===== src/rtl/rsq_pkg.sv =====
// Constants, types and register map for the processor system reset sequencer
// Functional notes
// External request must persist minimum width first
// Auxiliary input: own width, same behaviour
// Asynchronous inputs pass a metastability synchroniser
// Width five: outputs assert six/seven clocks later
// Release begins after request inactive full width
// Request during release reasserts every output
// External polarity setting selects active level
// Auxiliary polarity setting selects active level
// Replicated bus and interconnect reset outputs
// Interconnect resets are active low
// Peripheral resets in high and low vectors
// Debugger reset: external width, always active high
// System ties lock high or drives it
// Integrator clocks block from slowest clock
// All outputs assert on one clock edge
// Release: bus, peripherals +16, core +16
// Power-up: assert early, hold sixteen clocks
// Shared minimum width one to sixteen, default four
// One to eight bus copies, each flopped
// Processor core reset is active high
// Lock low holds reset; release after lock
// Two-stage synchroniser ahead of width counter
package rsq_pkg;

  // Sequencer phases
  typedef enum logic [2:0] {
    ST_POR,   // Power-on hold, everything asserted
    ST_HOLD,  // Held by a live request
    ST_BUS,   // Bus and interconnect released
    ST_PERP,  // Peripherals released as well
    ST_RUN    // Everything released
  } rsq_state_t;

  // Timing, counts in clocks of the slowest clock
  localparam int RSQ_SEQ_GAP      = 16;  // Release step spacing
  localparam int RSQ_POR_HOLD     = 16;  // Power-on hold length
  localparam int RSQ_CNT_W        = 5;   // Counter width, holds up to 31
  localparam logic [4:0] RSQ_GAP_LAST = 5'(RSQ_SEQ_GAP - 1);
  localparam logic [4:0] RSQ_POR_LAST = 5'(RSQ_POR_HOLD - 1);

  // Parameter defaults
  localparam int RSQ_EXT_WIDTH_DEF = 4;  // Shared external and debugger width
  localparam int RSQ_AUX_WIDTH_DEF = 4;  // Auxiliary width
  localparam bit RSQ_EXT_HIGH_DEF  = 1'b1;
  localparam bit RSQ_AUX_HIGH_DEF  = 1'b1;
  localparam int RSQ_COPIES_DEF    = 1;

  // Register map, byte addresses on the APB
  localparam logic [11:0] RSQ_CTRL_OFS = 12'h000;  // Control, write
  localparam logic [11:0] RSQ_STAT_OFS = 12'h004;  // Status, read only
  localparam int          RSQ_CTRL_SOFT_BIT = 0;   // Write 1: pulse a reset
  localparam logic [31:0] RSQ_CTRL_RST = 32'h0000_0000;
  // Status fields
  localparam int RSQ_ST_CORE = 0;
  localparam int RSQ_ST_PERP = 1;
  localparam int RSQ_ST_BUS  = 2;
  localparam int RSQ_ST_LOCK = 3;
  localparam int RSQ_ST_EXT  = 4;
  localparam int RSQ_ST_AUX  = 5;

endpackage


===== src/rtl/rsq_sequencer.sv =====
// Reset input filters, release sequencer and APB status slave
//
// Design decisions made here: the address map and register access over APB.
`timescale 1ns/1ns

// Width filter: output flips only after WIDTH agreeing samples
module rsq_width_filter
  import rsq_pkg::*;
#(
  parameter int WIDTH = RSQ_EXT_WIDTH_DEF
) (
  input  wire logic core_clk,
  input  wire logic rstn,
  input  wire logic smp,
  output logic      hit
);

  localparam logic [4:0] LAST = 5'(WIDTH - 1);

  logic       state_reg;  // Filtered level
  logic       state_next;
  logic [4:0] cnt_reg;    // Run length of disagreeing samples
  logic [4:0] cnt_next;

  // Any break in the run restarts the count
  always_comb begin
    state_next = state_reg;
    cnt_next   = 5'h00;
    if (smp != state_reg) begin
      if (cnt_reg == LAST) begin
        state_next = smp;
      end else begin
        cnt_next = 5'(cnt_reg + 5'h01);
      end
    end
  end

  // Next filtered level goes out at once to save a clock of latency
  assign hit = state_next;

  always_ff @(posedge core_clk) begin
    if (!rstn) begin
      state_reg <= 1'b0;
      cnt_reg   <= 5'h00;
    end else begin
      state_reg <= state_next;
      cnt_reg   <= cnt_next;
    end
  end
endmodule

// Top: synchronisers, filters, sequencer, replicated outputs, APB slave
module rsq_sequencer
  import rsq_pkg::*;
#(
  parameter int EXT_WIDTH               = RSQ_EXT_WIDTH_DEF,  // 1..16
  parameter int AUX_WIDTH               = RSQ_AUX_WIDTH_DEF,  // 1..16
  parameter bit EXT_HIGH                = RSQ_EXT_HIGH_DEF,
  parameter bit AUX_HIGH                = RSQ_AUX_HIGH_DEF,
  parameter int BUS_COPIES              = RSQ_COPIES_DEF,     // 1..8
  parameter int IC_COPIES               = RSQ_COPIES_DEF,     // 1..8
  parameter int DEVICE_RESET_COPIES     = RSQ_COPIES_DEF,     // 1..16
  parameter int DEVICE_LOW_RESET_COPIES = RSQ_COPIES_DEF      // 1..16
) (
  input  wire logic                               core_clk,
  input  wire logic                               rstn,
  input  wire logic                               ext_reset_in,
  input  wire logic                               aux_reset_in,
  input  wire logic                               debugger_system_reset,
  input  wire logic                               clock_lock,
  input  wire logic                               psel,
  input  wire logic                               penable,
  input  wire logic                               pwrite,
  input  wire logic [11:0]                        paddr,
  input  wire logic [31:0]                        pwdata,
  output logic      [31:0]                        prdata,
  output logic                                    pready,
  output logic                                    pslverr,
  output logic                                    processor_core_reset,
  output logic      [BUS_COPIES-1:0]              bus_struct_reset,
  output logic      [IC_COPIES-1:0]               interconnect_reset_n,
  output logic      [DEVICE_RESET_COPIES-1:0]     peripheral_reset,
  output logic      [DEVICE_LOW_RESET_COPIES-1:0] peripheral_reset_n
);

  // Inputs turned to active-high before the first stage; gate, not tap
  logic [3:0] raw_act;
  logic [3:0] sync1_reg;  // First stage, read only by the second
  logic [3:0] sync2_reg;  // Settled levels

  assign raw_act = {clock_lock,
                    debugger_system_reset,
                    aux_reset_in ~^ AUX_HIGH,
                    ext_reset_in ~^ EXT_HIGH};

  // Two-stage synchroniser; adds one or two clocks by input phase
  always_ff @(posedge core_clk) begin
    if (!rstn) begin
      sync1_reg <= 4'h0;
      sync2_reg <= 4'h0;
    end else begin
      sync1_reg <= raw_act;
      sync2_reg <= sync1_reg;
    end
  end

  logic ext_smp;  // External or debugger, sharing one width
  logic ext_hit;  // Qualified external request
  logic aux_hit;  // Qualified auxiliary request
  logic lock_ok;  // Clock manager locked

  assign ext_smp = sync2_reg[0] | sync2_reg[2];
  assign lock_ok = sync2_reg[3];

  // External and debugger filter
  rsq_width_filter #(.WIDTH(EXT_WIDTH)) u_ext_filter (
    .core_clk (core_clk),
    .rstn     (rstn),
    .smp      (ext_smp),
    .hit      (ext_hit)
  );

  // Auxiliary filter, same structure, own width
  rsq_width_filter #(.WIDTH(AUX_WIDTH)) u_aux_filter (
    .core_clk (core_clk),
    .rstn     (rstn),
    .smp      (sync2_reg[1]),
    .hit      (aux_hit)
  );

  // Sequencer state
  rsq_state_t state_reg;
  rsq_state_t state_next;
  logic [4:0] cnt_reg;   // Clocks spent in the current phase
  logic [4:0] cnt_next;
  logic       soft_reg;  // One-cycle software reset pulse
  logic       soft_next;
  logic       req_any;   // Any live reset cause

  // Lock low counts as a request, so release waits for lock
  assign req_any = ext_hit | aux_hit | ~lock_ok | soft_reg;

  // Phase advance; a request outside power-on drops back to hold
  always_comb begin
    state_next = state_reg;
    cnt_next   = 5'(cnt_reg + 5'h01);
    unique case (state_reg)
      ST_POR: begin
        // Requests already covered, power-on runs its full length
        if (cnt_reg == RSQ_POR_LAST) begin
          state_next = req_any ? ST_HOLD : ST_BUS;
          cnt_next   = 5'h00;
        end
      end
      ST_HOLD: begin
        cnt_next = 5'h00;
        if (!req_any) begin
          state_next = ST_BUS;
        end
      end
      ST_BUS: begin
        if (cnt_reg == RSQ_GAP_LAST) begin
          state_next = ST_PERP;
          cnt_next   = 5'h00;
        end
      end
      ST_PERP: begin
        if (cnt_reg == RSQ_GAP_LAST) begin
          state_next = ST_RUN;
          cnt_next   = 5'h00;
        end
      end
      ST_RUN: begin
        cnt_next = 5'h00;
      end
    endcase
    if (req_any && state_reg != ST_POR) begin
      state_next = ST_HOLD;
      cnt_next   = 5'h00;
    end
  end

  // Output levels follow the next phase, so all assert on one edge
  logic bus_on;
  logic perp_on;
  logic core_on;

  always_comb begin
    bus_on  = (state_next == ST_POR) || (state_next == ST_HOLD);
    perp_on = bus_on || (state_next == ST_BUS);
    core_on = (state_next != ST_RUN);
  end

  logic [BUS_COPIES-1:0]              bus_reg;    // One flop per copy
  logic [IC_COPIES-1:0]               ic_n_reg;
  logic [DEVICE_RESET_COPIES-1:0]     perp_reg;
  logic [DEVICE_LOW_RESET_COPIES-1:0] perp_n_reg;
  logic                               core_reg;

  // Sequencer and replicated output registers; reset means all asserted
  always_ff @(posedge core_clk) begin
    if (!rstn) begin
      state_reg  <= ST_POR;
      cnt_reg    <= 5'h00;
      bus_reg    <= '1;
      ic_n_reg   <= '0;
      perp_reg   <= '1;
      perp_n_reg <= '0;
      core_reg   <= 1'b1;
    end else begin
      state_reg  <= state_next;
      cnt_reg    <= cnt_next;
      bus_reg    <= {BUS_COPIES{bus_on}};
      ic_n_reg   <= {IC_COPIES{~bus_on}};
      perp_reg   <= {DEVICE_RESET_COPIES{perp_on}};
      perp_n_reg <= {DEVICE_LOW_RESET_COPIES{~perp_on}};
      core_reg   <= core_on;
    end
  end

  assign bus_struct_reset     = bus_reg;
  assign interconnect_reset_n = ic_n_reg;
  assign peripheral_reset     = perp_reg;
  assign peripheral_reset_n   = perp_n_reg;
  assign processor_core_reset = core_reg;

  // APB slave: one wait state, registered answer
  logic [31:0] prdata_reg;
  logic [31:0] prdata_next;
  logic        pready_reg;
  logic        pready_next;
  logic        pslverr_reg;
  logic        pslverr_next;
  logic        first_acc;  // First access cycle, answer prepared
  logic        done;       // Completing edge
  logic        hit_ctrl;
  logic        hit_stat;

  assign first_acc = psel & penable & ~pready_reg;
  assign done      = psel & penable & pready_reg;
  assign hit_ctrl  = (paddr == RSQ_CTRL_OFS);
  assign hit_stat  = (paddr == RSQ_STAT_OFS);

  // Decode; status writes are ignored, unmapped gets an error
  always_comb begin
    pready_next  = first_acc;
    pslverr_next = first_acc & ~hit_ctrl & ~hit_stat;
    prdata_next  = 32'h0000_0000;
    soft_next    = 1'b0;
    if (first_acc && !pwrite && hit_stat) begin
      prdata_next[RSQ_ST_CORE] = core_reg;
      prdata_next[RSQ_ST_PERP] = perp_reg[0];
      prdata_next[RSQ_ST_BUS]  = bus_reg[0];
      prdata_next[RSQ_ST_LOCK] = lock_ok;
      prdata_next[RSQ_ST_EXT]  = ext_hit;
      prdata_next[RSQ_ST_AUX]  = aux_hit;
    end
    // Pulse rather than level: a held bit would keep the core in reset
    if (done && pwrite && hit_ctrl) begin
      soft_next = pwdata[RSQ_CTRL_SOFT_BIT];
    end
  end

  always_ff @(posedge core_clk) begin
    if (!rstn) begin
      prdata_reg  <= RSQ_CTRL_RST;
      pready_reg  <= 1'b0;
      pslverr_reg <= 1'b0;
      soft_reg    <= 1'b0;
    end else begin
      prdata_reg  <= prdata_next;
      pready_reg  <= pready_next;
      pslverr_reg <= pslverr_next;
      soft_reg    <= soft_next;
    end
  end

  assign prdata  = prdata_reg;
  assign pready  = pready_reg;
  assign pslverr = pslverr_reg;

  // Checking helpers: clocks since reset release, saturating
  logic [4:0] por_age_reg;

  always_ff @(posedge core_clk) begin
    if (!rstn) begin
      por_age_reg <= 5'h00;
    end else if (por_age_reg != 5'h1f) begin
      por_age_reg <= 5'(por_age_reg + 5'h01);
    end
  end
endmodule


===== config.mk =====
export PLATFORM = sky130hd
export DESIGN_NAME = rsq_sequencer
export DESIGN_NICKNAME = d
export VERILOG_FILES = /design/src/rtl/rsq_pkg.sv /design/src/rtl/rsq_sequencer.sv
export SDC_FILE = /design/constraint.sdc
export NUM_CORES = 1
export LEC_CHECK = 0
export ABC_CLOCK_PERIOD_IN_PS = 5250
export BUFFER_PORTS_ARGS = -buffer_cell sky130_fd_sc_hd__buf_2
export CORE_MARGIN = 8
export CORE_UTILIZATION = 48
export DETAILED_ROUTE_END_ITERATION = 10
export PLACE_DENSITY = 0.84
export SYNTH_ARGS = -nofsm -noshare
export SYNTH_HDL_FRONTEND = slang
export SYNTH_SLANG_ARGS = --single-unit

===== constraint.sdc =====
create_clock -name core_clk -period 5.25 [get_ports core_clk]
set_clock_uncertainty 0.15 [all_clocks]
set_input_delay 0.7875 -clock core_clk [delete_from_list [all_inputs] [get_ports core_clk]]
set_output_delay 0.7875 -clock core_clk [all_outputs]
set_load 0.05 [all_outputs]

==> impl.org, run 1 <==
** Power
- Leakage power of the design :: 0.8600 nW
- For this design the ratio of total power to cell area is ~300 nW/µm².
- IR analysis of the VDD net gives a maximum drop of 0.0001580 V.
- Power Total :: 0.5987 mW

** Finish
- Antenna diode count :: 0
- Share of layout cells above drive strength 1 :: 0.2406
- The area growth from synthesis to layout is 11.12%.
- Post-layout utilization of the core :: 0.5479
- The register with the most flip-flops in the layout has 6 of them.
- Summing all multi-input logic gate instances after layout gives about 800 µm².
- The count of cells in the finished layout, fillers not included, comes to 260.
- Final nets :: around 270
- In the final layout, flip-flops and latches occupy 840.8 µm².
- The filler cells instantiated in the layout total approximately 340.

** Floorplanning
- Chip height :: 76.86 µm
- Number of top-level pins :: 92
- Number of placement rows :: 22
- Core area :: 3606 µm²
- Die ar. :: slightly below 6000 µm²
- Die Width :: 76.86 µm
- The initial utilization of the core area, before any placement, comes to 0.4931.

** CTS
- CTS H-Tree Depth :: 2
- Insertion delay of the later-clocked pin in the worst-skew pair :: 0.28 ns
- Number of sinks driven by the clock tree :: 42
- Bufs on Longest Clock Path :: 2
- Clock tree synthesis inserted a total of 5 buffers.
- TritonCTS built the clock tree.
- After clock tree synthesis, the flow added hold-fix buffers numbering 0.
- Clock transition at the register clock pins on the worst setup and hold paths after CTS :: 0.07 ns
- Once the clock tree was built, the setup fixing pass inserted 0 buffers.
- Library cell used as clock root buffer :: clkbuf_8
- Count of cells resized by post-cts repair :: 0

** Worst setup path
- Worst Path Class, Setup :: flip-flop to flip-flop
- Highest fanout seen on the critical path :: 7
- Critical Path Sink Type :: flip-flop
- Critical Path Max Stage Delay :: 0.55 ns
- Library cell contributing the largest single delay on the critical path :: mux2i_2
- Required time worst endpoint :: 5.28 ns
- STA puts the critical path data arrival time at 2.10 ns.
- Critical path, cell by cell :: ha_1 > nor4b_4 > mux2i_2 > nand3_4 > or2_1
- Startpoint class of the critical path :: flip-flop

** Yosys
- The synthesized netlist occupies a cell area of 1778 µm².
- The netlist uses 37 different library cells.
- Yosys printed 0 warnings.
- Synthesis inferred 42 register bits.
- Mean post-synth cell area :: 10.22 µm²
- Number of instances in the synthesized netlist :: 174
- Sequential element share of the synthesized area :: 0.4729

** Global route
- GRT Util Overall :: 0.1054
- First-pass GRT wire length :: 5.147 mm
- Total overflow reported by the global router :: 0
- Entering global routing, the biggest net connects 18 pins.
- Number of global-route vias before repair :: 1,224
- The initial antenna violation count was 0.

** Placed design
- Buffers placed on the I/O ports in this run total 34.
- Routability Congestion :: 0.7694
- Cells after DPL :: 252
- Final HPWL from detailed placement :: 2.295 mm

** Run status
- The flow ran to the end, and the final reports show no timing, DRC or antenna violations.

** Drt
- Number of DRC markers after the initial detailed-route iteration :: 43
- In the routed layout, each cell is associated on average with a via count of 4.562.
- Via Count :: approximately 1,200
- Count of unresolved DRC violations after routing :: 0
- In the final routed layout, each cell accounts on average for 11.34 µm.
- In this run the remaining antenna-violating nets after routing total 0.
- Count of TritonRoute iterations in the first routing pass :: 4
- Routed Wire Length :: 2.948 mm

** Timing
- Summed negative setup slack over all endpoints :: 0 ns
- Crit share post-route :: 0.3942
- Worst-case headroom to the max-slew limit :: 0.6291
- The max-slew violation count was 0.
- Final number of setup-violating endpoints :: 0
- Setup repair after global routing left no endpoint under its margin.
- For the pin with the worst max-slew slack, the measured transition is 0.5455 ns.
- Static timing analysis puts the maximum clock frequency at about 0.48 GHz.
- The final count of hold timing violations was 0.
- Across all hold checks on the routed design, the worst slack comes to around 0.29 ns.
- Post-route minimum period :: 2.069 ns

** Job
- Max-cap violations :: 0

** Hold path
- Hold/Removal Path Class :: flip-flop to flip-flop
## through the flow
step                instance area [µm²]  worst slack (ns)
floorplan                          1872             3.372
global placement                   1884             3.193
detailed placement                 1884             3.159
CTS                                1976             3.156
global route                       1976             3.038
finish                             1976             3.181
## critical path: cells and delay by family (launching register included)
kind	cells	cell delay (ns)
DFF	1	0.35
muxes	1	0.55
adders and majority gates	1	0.22
and+or+nand+nor	3	0.69
## Yosys cell counts, drive strengths merged
cell type / number / area share
mux2i: 2 / 0.013
nor2: 16 / 0.034
or3: 1 / 0.0035
and3: 3 / 0.011
xnor2: 4 / 0.020
nor3b: 3 / 0.015
nand2: 2 / 0.0042
inv: 4 / 0.0084
xor2: 5 / 0.025
or2: 3 / 0.011
ha: 4 / 0.028
nand3: 9 / 0.032
a31oi: 1 / 0.012
o211ai: 1 / 0.0042
nand4b: 2 / 0.0099
o311a: 1 / 0.0056
conb: 1 / 0.0021
a21o: 2 / 0.0084
nor3: 8 / 0.023
a21oi: 7 / 0.022
mux2: 1 / 0.0084
and2: 13 / 0.046
nand2b: 1 / 0.0035
dfxtp: 42 / 0.47
clkbuf: 2 / 0.0063
nor4: 2 / 0.0070
and4bb: 1 / 0.0070
buf: 27 / 0.12
nor2b: 4 / 0.014
nor4b: 2 / 0.027
## final cells by class
class	instances	share of cell area
clock inverters	1	0.002533
well taps	48	0.03040
flip-flops and latches	42	0.4256
multi-input cells	124	0.4041
inverters	4	0.007600
clock buffers	7	0.04370
repair buffers	34	0.08613
## cells by family (layout without fill, tap and decap cells)
kind of cell / after synthesis / count (layout) / share of synthesized area
other: 1 / 26 / 0.002109
and+or+nand+nor: 70 / 70 / 0.2477
buffers and inverters: 33 / 46 / 0.1309
AOI/OAI and AO/OA: 12 / 12 / 0.05208
xor gates and xnor gates: 9 / 9 / 0.04433
muxes: 3 / 3 / 0.02181
DFF: 42 / 42 / 0.4729
adders and majority gates: 4 / 4 / 0.02815
## path summary, 6_finish.rpt
kind	startpoint	endpoint	slack, ns	cells after the start
hold reg to reg	sync1_reg[0]	sync2_reg[0]	0.29	1
setup reg to reg	u_ext_filter.cnt_reg[0]	peripheral_reset	3.18	5
setup / recovery	u_ext_filter.cnt_reg[0]	peripheral_reset	3.18	5
hold / removal	sync1_reg[0]	sync2_reg[0]	0.29	1
## per-layer routing
| layer | vias up | track usage | part of all wire |
|---|---|---|---|
| met3 | 4 | 0.05944 | 0.10 |
| met5 | - | 0 | 0 |
| met4 | 0 | 0.04615 | 0.012 |
| li1 | 604 | - | - |
| met1 | 523 | 0.1066 | 0.43 |
| met2 | 55 | 0.1733 | 0.45 |
## report_power, final
part	internal, mW	switching (mW)
clock network	0.106	0.0987
logic	0.0130	0.0534
registers	0.325	0.00303
## cells in the final DEF, fill, tap and decap left out, types with 3 or more instances in the layout
cell type,synthesis,final
dfxtp_1,42,42
buf_2,0,34
conb_1,1,26
nor2_1,16,16
and2_1,13,13
nand3_1,8,8
nor3_1,8,8
a21oi_1,6,6
clkbuf_8,0,6
xor2_1,5,5
inv_1,4,4
nor2b_1,4,4
xnor2_1,4,4
ha_1,4,4
or2_1,3,3
(Power assumes the default switching activity.)
==> run 2: changes to the inputs <==
--- a/config.mk
+++ b/config.mk
@@ -5,12 +5,12 @@
 export SDC_FILE = /design/constraint.sdc
 export NUM_CORES = 1
 export LEC_CHECK = 0
-export ABC_CLOCK_PERIOD_IN_PS = 5250
+export ABC_CLOCK_PERIOD_IN_PS = 2200
 export BUFFER_PORTS_ARGS = -buffer_cell sky130_fd_sc_hd__buf_2
 export CORE_MARGIN = 8
-export CORE_UTILIZATION = 48
+export CORE_UTILIZATION = 44
 export DETAILED_ROUTE_END_ITERATION = 10
-export PLACE_DENSITY = 0.84
+export PLACE_DENSITY = 0.78
 export SYNTH_ARGS = -nofsm -noshare
 export SYNTH_HDL_FRONTEND = slang
 export SYNTH_SLANG_ARGS = --single-unit
==> constraint.sdc (replaced) <==
create_clock -name core_clk -period 2.2 [get_ports core_clk]
set_clock_uncertainty 0.15 [all_clocks]
set_input_delay 0.33 -clock core_clk [delete_from_list [all_inputs] [get_ports core_clk]]
set_output_delay 0.33 -clock core_clk [all_outputs]
set_load 0.05 [all_outputs]
==> run 2 against run 1 <==
Register-to-register slack worse by 2.9 ns. Total power is 140% higher. Critical endpoint is now cnt_reg[3]. Critical path depth grew 1. Sequential cell count stayed put. First-iteration DRC count down 14%. Sequential power grew 140%. Setup slack got worse by 2.9 ns. Combinational power up 140%. Non-clock buffer count grew 1. Final cell count is 1.2% higher. Maximum frequency is 5.7% higher. Die area is 7.2% higher. Critical path type unchanged.
==> impl.org, run 2 (same netlist as run 1, synthesis figures left out) <==
** Worst setup path
- Startpoint class of the critical path :: flip-flop (unchanged)
- The startpoint of the worst setup timing path is u_ext_filter.cnt_reg[0] (unchanged).
- The type of the setup path with the least slack is flip-flop to flip-flop (unchanged).
- The nature of the critical path endpoint is a flip-flop (unchanged).
- The critical path data required time was 2.28 ns (was 5.28 ns).
- The critical register-to-register path startpoint was u_ext_filter.cnt_reg[0] (unchanged).
- The largest fanout on the critical path is 5 (was 7).
- Data arrival time of the critical path :: 2.03 ns (was 2.10 ns)
- Number of cells on the worst reg-to-reg path :: 6 (was 5)

** CTS
- The clock sink count is 42 (unchanged).
- The total CTS buffers came to 5 (unchanged).
- The number of buffers inserted for hold repair after clock tree synthesis was 0 (unchanged).
- Bufs on Longest Clock Path :: 2 (unchanged)
- The clock transition at the registers of the reported paths is 0.08 ns (was 0.07 ns).
- Library cell used as clock root buffer :: clkbuf_8 (unchanged)
- Number of setup buffers added after CTS :: 0 (unchanged)
- Insertion delay of the later-clocked pin in the worst-skew pair :: 0.30 ns (was 0.28 ns)
- TritonCTS clock tree :: yes (unchanged)
- The post-cts sizing count came to 0 (unchanged).
- CTS H-Tree Depth :: 2 (unchanged)

** Floorplanning
- The row count was 23 (was 22).
- Number of top-level pins :: 92 (unchanged)
- Die ar. :: 6331 µm² (was 5907 µm²)
- The starting utilization of the core area was 0.4510 (was 0.4931).
- The die outline width came to 79.57 µm (was 76.86 µm).
- Chip height :: 79.57 µm (was 76.86 µm)
- The area of the placeable core came to 3943 µm² (was 3606 µm²).

** Power
- Design internal power :: 1.029 mW (was 0.4436 mW)
- Power density over cell area :: 716.5 nW/µm² (was 303.1 nW/µm²)
- The register share of total power came to 0.551 (was 0.547).
- Combinational cell fraction of total power :: 0.111 (about the same)
- Net Sw Frac :: 0.2747 (was 0.2591)
- The post-route total power is 1.419 mW (was 0.5987 mW).
- The relative contribution of the clock network to total power was 0.338 (was 0.342).
- Leakage power of the design :: 0.8611 nW (was 0.8600 nW)
- The net switching power of the design was 0.3898 mW (was 0.1551 mW).
- Worst VDD drop :: 0.0003704 V (was 0.0001580 V)

** Finish
- The number of fill cells in the layout was 384 (was 335).
- The share of post-route cells with drive strength above 1 is 0.2441 (was 0.2406).
- Cell area after layout :: 1981 µm² (was 1976 µm²)
- Flip-flop count of the largest register, all copies and words added :: 6 (unchanged)
- The leading cell type in the layout, fill and taps excluded was dfxtp_1 (unchanged).
- Final nets :: 269 (was 268)
- Area overhead of the layout relative to synthesis :: 11.40% (was 11.12%)
- The number of inserted diodes is 0 (unchanged).
- Most used cells in the layout excluding fill and tap cells: 42 x dfxtp_1, 34 x buf_2, 26 x conb_1 (unchanged).

** Placed design
- The standard cell area after detailed placement was 1894 µm² (was 1884 µm²).
- Final HPWL from detailed placement :: 2.269 mm (was 2.295 mm)
- The final weighted congestion of routability-driven global placement came to 0.7924 (was 0.7694).
- Number of buffer cells added on primary ports :: 34 (unchanged)

** Global route
- The via count of the first global-routing pass is 1,130 (was 1,224).
- Total overflow reported by the global router :: 0 (unchanged)
- GRT Util Overall :: 0.09486 (was 0.1054)
- Largest net degree at the start of global routing :: 18 (unchanged)
- The initial antenna violation count is 0 (unchanged).
- First-pass GRT wire length :: 4.657 mm (was 5.147 mm)

** Run status
- Outcome :: complete, no violations (unchanged)

** Timing
- The final sum of negative setup slack came to 0 ns (unchanged).
- The setup-violating endpoint count in the final report came to 0 (unchanged).
- The achievable frequency is 0.5107 GHz (was 0.4832 GHz).
- The clock period minus final worst setup slack came to 1.958 ns (was 2.069 ns).
- The fraction of the cycle the final worst path needs was 0.8901 (was 0.3942).
- Final Max Slew Viols :: 0 (unchanged)
- Final Hold Fails :: 0 (unchanged)
- Final hold slack :: 0.08903 ns (was 0.2874 ns)
- RSZ-0062 raised after global routing: no (unchanged).

** Drt
- Vias per std cell :: 4.456 (was 4.562)
- The routed length per instance is 10.88 µm (was 11.34 µm).
- Remaining number of nets flagged by the antenna check after routing :: 0 (unchanged)
- The detailed-router iteration count before antenna repair was 4 (unchanged).
- The post-detailed-routing wire length was 2.862 mm (was 2.948 mm).
- Via Count :: 1,172 (was 1,186)
- The number of remaining DRC errors came to 0 (unchanged).
- Number of DRC markers after the initial detailed-route iteration :: 37 (was 43)

** Hold path
- Worst Hold Depth :: 2 (was 1)
- Hold/Removal Path Class :: input pin to flip-flop (was flip-flop to flip-flop)
- The startpoint of the most critical hold path is aux_reset_in (was sync1_reg[0]).

** Job
- Max-cap violations :: 0 (unchanged)
run 2: worst paths after layout:
check	endpoint	slack [ns]
hold / removal	sync1_reg[1]	0.09
hold reg to reg	sync2_reg[2]	0.29
setup reg to reg	cnt_reg[3]	0.24
setup / recovery	cnt_reg[3]	0.24
run 2: routing by layer:
layer	wire length, µm	global-route usage	up-vias
met5	0	0	-
met4	77	0.06667	0
met3	221	0.04279	7
met2	1376	0.1589	37
met1	1187	0.09103	527
li1	-	-	601
run 2: area by class of cell:
class | count | area [µm²] | share of cell area
tap | 50 | 62.56 | 0.03159
clock buffer | 6 | 72.57 | 0.03664
multi-input combinational | 124 | 798.3 | 0.4030
timing repair buffer | 35 | 177.7 | 0.08970
clock inverter | 2 | 13.76 | 0.006949
sequential | 42 | 840.8 | 0.4245
inverter | 4 | 15.01 | 0.007581
run 2: power groups by stage:
stage	sequential [mW]	combinational, mW	clock (mW)
after floorplan	0.803	0.161	0
final	0.782	0.158	0.479
after CTS	0.782	0.157	0.501
after detailed placement	0.800	0.157	0
after global placement	0.799	0.155	0
after global routing	0.784	0.169	0.526
run 2: critical path: stages, from the launching register on:
cell and delay [ns]:
dfxtp_1 0.35, ha_1 0.22, nor4b_4 0.26, mux2i_2 0.41, buf_4 0.21, a31oi_4 0.11
nor3_1 0.18
run 2: stage by stage:
stage                     utilization  setup slack [ns]  cells
after floorplan                     -            0.3222    199
after global placement         0.4805            0.3029    255
after detailed placement       0.4805            0.1988    255
after CTS                      0.5024            0.2086    263
after global routing           0.5024           0.09679    263
final                          0.5024            0.2418    263
==> run 3: changes to the inputs <==
--- a/config.mk
+++ b/config.mk
@@ -8,9 +8,9 @@
 export ABC_CLOCK_PERIOD_IN_PS = 2200
 export BUFFER_PORTS_ARGS = -buffer_cell sky130_fd_sc_hd__buf_2
 export CORE_MARGIN = 8
-export CORE_UTILIZATION = 44
+export CORE_UTILIZATION = 40
 export DETAILED_ROUTE_END_ITERATION = 10
-export PLACE_DENSITY = 0.78
+export PLACE_DENSITY = 0.72
 export SYNTH_ARGS = -nofsm -noshare
 export SYNTH_HDL_FRONTEND = slang
 export SYNTH_SLANG_ARGS = --single-unit
==> run 3 against run 2 <==
Total power down 1.0%. Global-route usage down 0.12 points. Setup slack better by 0.091 ns. Critical path type unchanged. Largest cell class unchanged.
==> impl.org, run 3 (same netlist as run 1, synthesis figures left out) <==
** Run status
- Outcome :: complete, no violations (unchanged)

** CTS
- TritonCTS Buffers :: 5 (unchanged)
- CTS H-Tree Depth :: 2 (unchanged)
- Count of cells resized by post-cts repair :: 0 (unchanged)
- TritonCTS clock tree :: yes (unchanged)
- The number of post-CTS setup repair buffers was 0 (unchanged).
- Insertion delay of the later-clocked pin in the worst-skew pair :: 0.28 ns (was 0.30 ns)
- Bufs on Longest Clock Path :: 2 (unchanged)
- The clock sink count is 42 (unchanged).
- Library cell used as clock root buffer :: clkbuf_8 (unchanged)
- Clock transition at the register clock pins on the worst setup and hold paths after CTS :: 0.07 ns (was 0.08 ns)
- The number of buffers inserted for hold repair after clock tree synthesis came to 0 (unchanged).

** Power
- Worst VDD drop :: 0.0002657 V (was 0.0003704 V)
- The total leakage power is 0.8591 nW (was 0.8611 nW).
- The post-route total power came to 1.404 mW (was 1.419 mW).
- Power density over cell area :: 709.5 nW/µm² (was 716.5 nW/µm²)

** Finish
- Most used cells in the layout excluding fill and tap cells: 42 x dfxtp_1, 34 x buf_2, 26 x conb_1 (unchanged).
- The share of post-route cells with drive strength above 1 came to 0.2417 (was 0.2441).
- The utilization after layout was 0.4578 (was 0.5024).
- The area added between synthesis and finish is 11.33% (was 11.40%).
- Final nets :: 269 (unchanged)
- The leading cell type in the layout, fill and taps excluded is dfxtp_1 (unchanged).
- Flip-flop count of the largest register, all copies and words added :: 6 (unchanged)
- The number of inserted diodes came to 0 (unchanged).

** Floorplanning
- The vertical die dimension was 82.67 µm (was 79.57 µm).
- The count of pins on the block boundary was 92 (unchanged).
- The area of the placeable core was 4324 µm² (was 3943 µm²).
- Die ar. :: 6834 µm² (was 6331 µm²)
- Effective utilization at floorplan :: 0.4112 (was 0.4510)
- The die outline width was 82.67 µm (was 79.57 µm).
- The row count was 24 (was 23).

** Global route
- Number of global-route vias before repair :: 1,160 (was 1,130)
- The initial antenna violation count came to 0 (unchanged).
- GRT Util Overall :: 0.09365 (was 0.09486)
- Largest net degree at the start of global routing :: 18 (unchanged)
- The first-pass GRT wire length was 4.830 mm (was 4.657 mm).
- The global route total overflow is 0 (unchanged).

** Timing
- Highest Clock Rate :: 0.5355 GHz (was 0.5107 GHz)
- RSZ-0062 raised after global routing: no (unchanged).
- Summed negative setup slack over all endpoints :: 0 ns (unchanged)
- The final count of hold timing violations is 0 (unchanged).
- Post-route minimum period :: 1.867 ns (was 1.958 ns)
- Crit share post-route :: 0.8488 (was 0.8901)
- Final number of setup-violating endpoints :: 0 (unchanged)
- Final Max Slew Viols :: 0 (unchanged)

** Worst setup path
- The critical path data required time was 2.23 ns (was 2.28 ns).
- Highest fanout seen on the critical path :: 7 (was 5)
- The endpoint arrival time on the critical path is 1.89 ns (was 2.03 ns).
- Critical Path Max Stage Delay :: 0.35 ns (was 0.41 ns)
- The sort of element at the start of the critical path was a flip-flop (unchanged).
- The slowest stage cell on the critical path is dfxtp_1 (was mux2i_2).
- The nature of the critical path endpoint was a flip-flop (unchanged).
- Critical path, cell by cell: ha_1 > nor4b_4 > mux2i_2 > buf_4 > nand3_4 > or2_1 (was ha_1 > nor4b_4 > mux2i_2 > buf_4 > a31oi_4 > nor3_1).
- The type of the setup path with the least slack is flip-flop to flip-flop (unchanged).

** Hold path
- Hold/Removal Path Class :: input pin to flip-flop (unchanged)

** Drt
- The routed length per instance was 11.03 µm (was 10.88 µm).
- The number of remaining DRC errors was 0 (unchanged).
- The detailed-router iteration count before antenna repair is 4 (unchanged).
- Via Count :: 1,154 (was 1,172)
- Number of DRC markers after the initial detailed-route iteration :: 45 (was 37)
- The average via count per standard cell is 4.388 (was 4.456).
- The post-detailed-routing wire length was 2.902 mm (was 2.862 mm).
- The antenna violation net count after detailed routing came to 0 (unchanged).

** Job
- Max-cap violations :: 0 (unchanged)

** Placed design
- Number of buffer cells added on primary ports :: 34 (unchanged)
- Routability Congestion :: 0.7361 (was 0.7924)
- The HPWL reported at the end of detailed placement was 2.301 mm (was 2.269 mm).
## run 3: changes by cell type in the layout (fill, tap and decap cells not counted)
| cell | before | now |
|---|---|---|
| clkinv_4 | 1 | 0 |
| clkbuf_1 | 1 | 0 |
| clkbuf_8 | 5 | 6 |
| clkinv_2 | 1 | 0 |
## run 3: through the flow
step                      std cells  cell area (µm²)  hold slack (ns)  setup WS [ns]
after floorplan                 199             1872           0.2619         0.3222
after global placement          257             1897           0.2637         0.3541
after detailed placement        257             1897           0.2701         0.3158
after CTS                       263             1979          0.08302         0.3087
after global routing            263             1979          0.07957         0.1525
final                           263             1979          0.09667         0.3327
## run 3: final timing paths
check,start,to,slack (ns),cells past startpoint
setup reg to reg,u_ext_filter.cnt_reg[0],peripheral_reset,0.33,6
hold reg to reg,sync1_reg[2],sync2_reg[2],0.28,1
hold / removal,debugger_system_reset,sync1_reg[2],0.1,2
setup / recovery,u_ext_filter.cnt_reg[0],peripheral_reset,0.33,6
## run 3: area by class of cell
class                           count  area (µm²)
Clock buffer                        6       82.58
Fill cell                         439        2345
Inverter                            4       15.01
Multi-Input combinational cell    124       798.3
Sequential cell                    42       840.8
Tap cell                           52       65.06
Timing Repair Buffer               35       177.7
## run 3: report_power, final
part           switching [mW]  total, mW  internal [mW]  leakage, nW
combinational           0.127      0.158         0.0310        0.475
sequential            0.00719      0.782          0.775        0.341
clock                   0.223      0.465          0.241       0.0431
total                   0.357       1.40           1.05        0.859
## run 3: per-layer routing
layer	wire (µm)	GRT usage	vias up	share of wire
met5	0	0	-	0
met4	70	0.06724	0	0.024
met3	206	0.03463	7	0.071
met2	1426	0.1577	32	0.49
met1	1199	0.09335	517	0.41
li1	-	-	598	-
## run 3: critical path, delay by kind of cell, from the launching register on
family	cells	cell delay [ns]
adders and majority gates	1	0.22
buffers and inverters	1	0.19
and+or+nand+nor	3	0.62
DFF	1	0.35
muxes	1	0.23
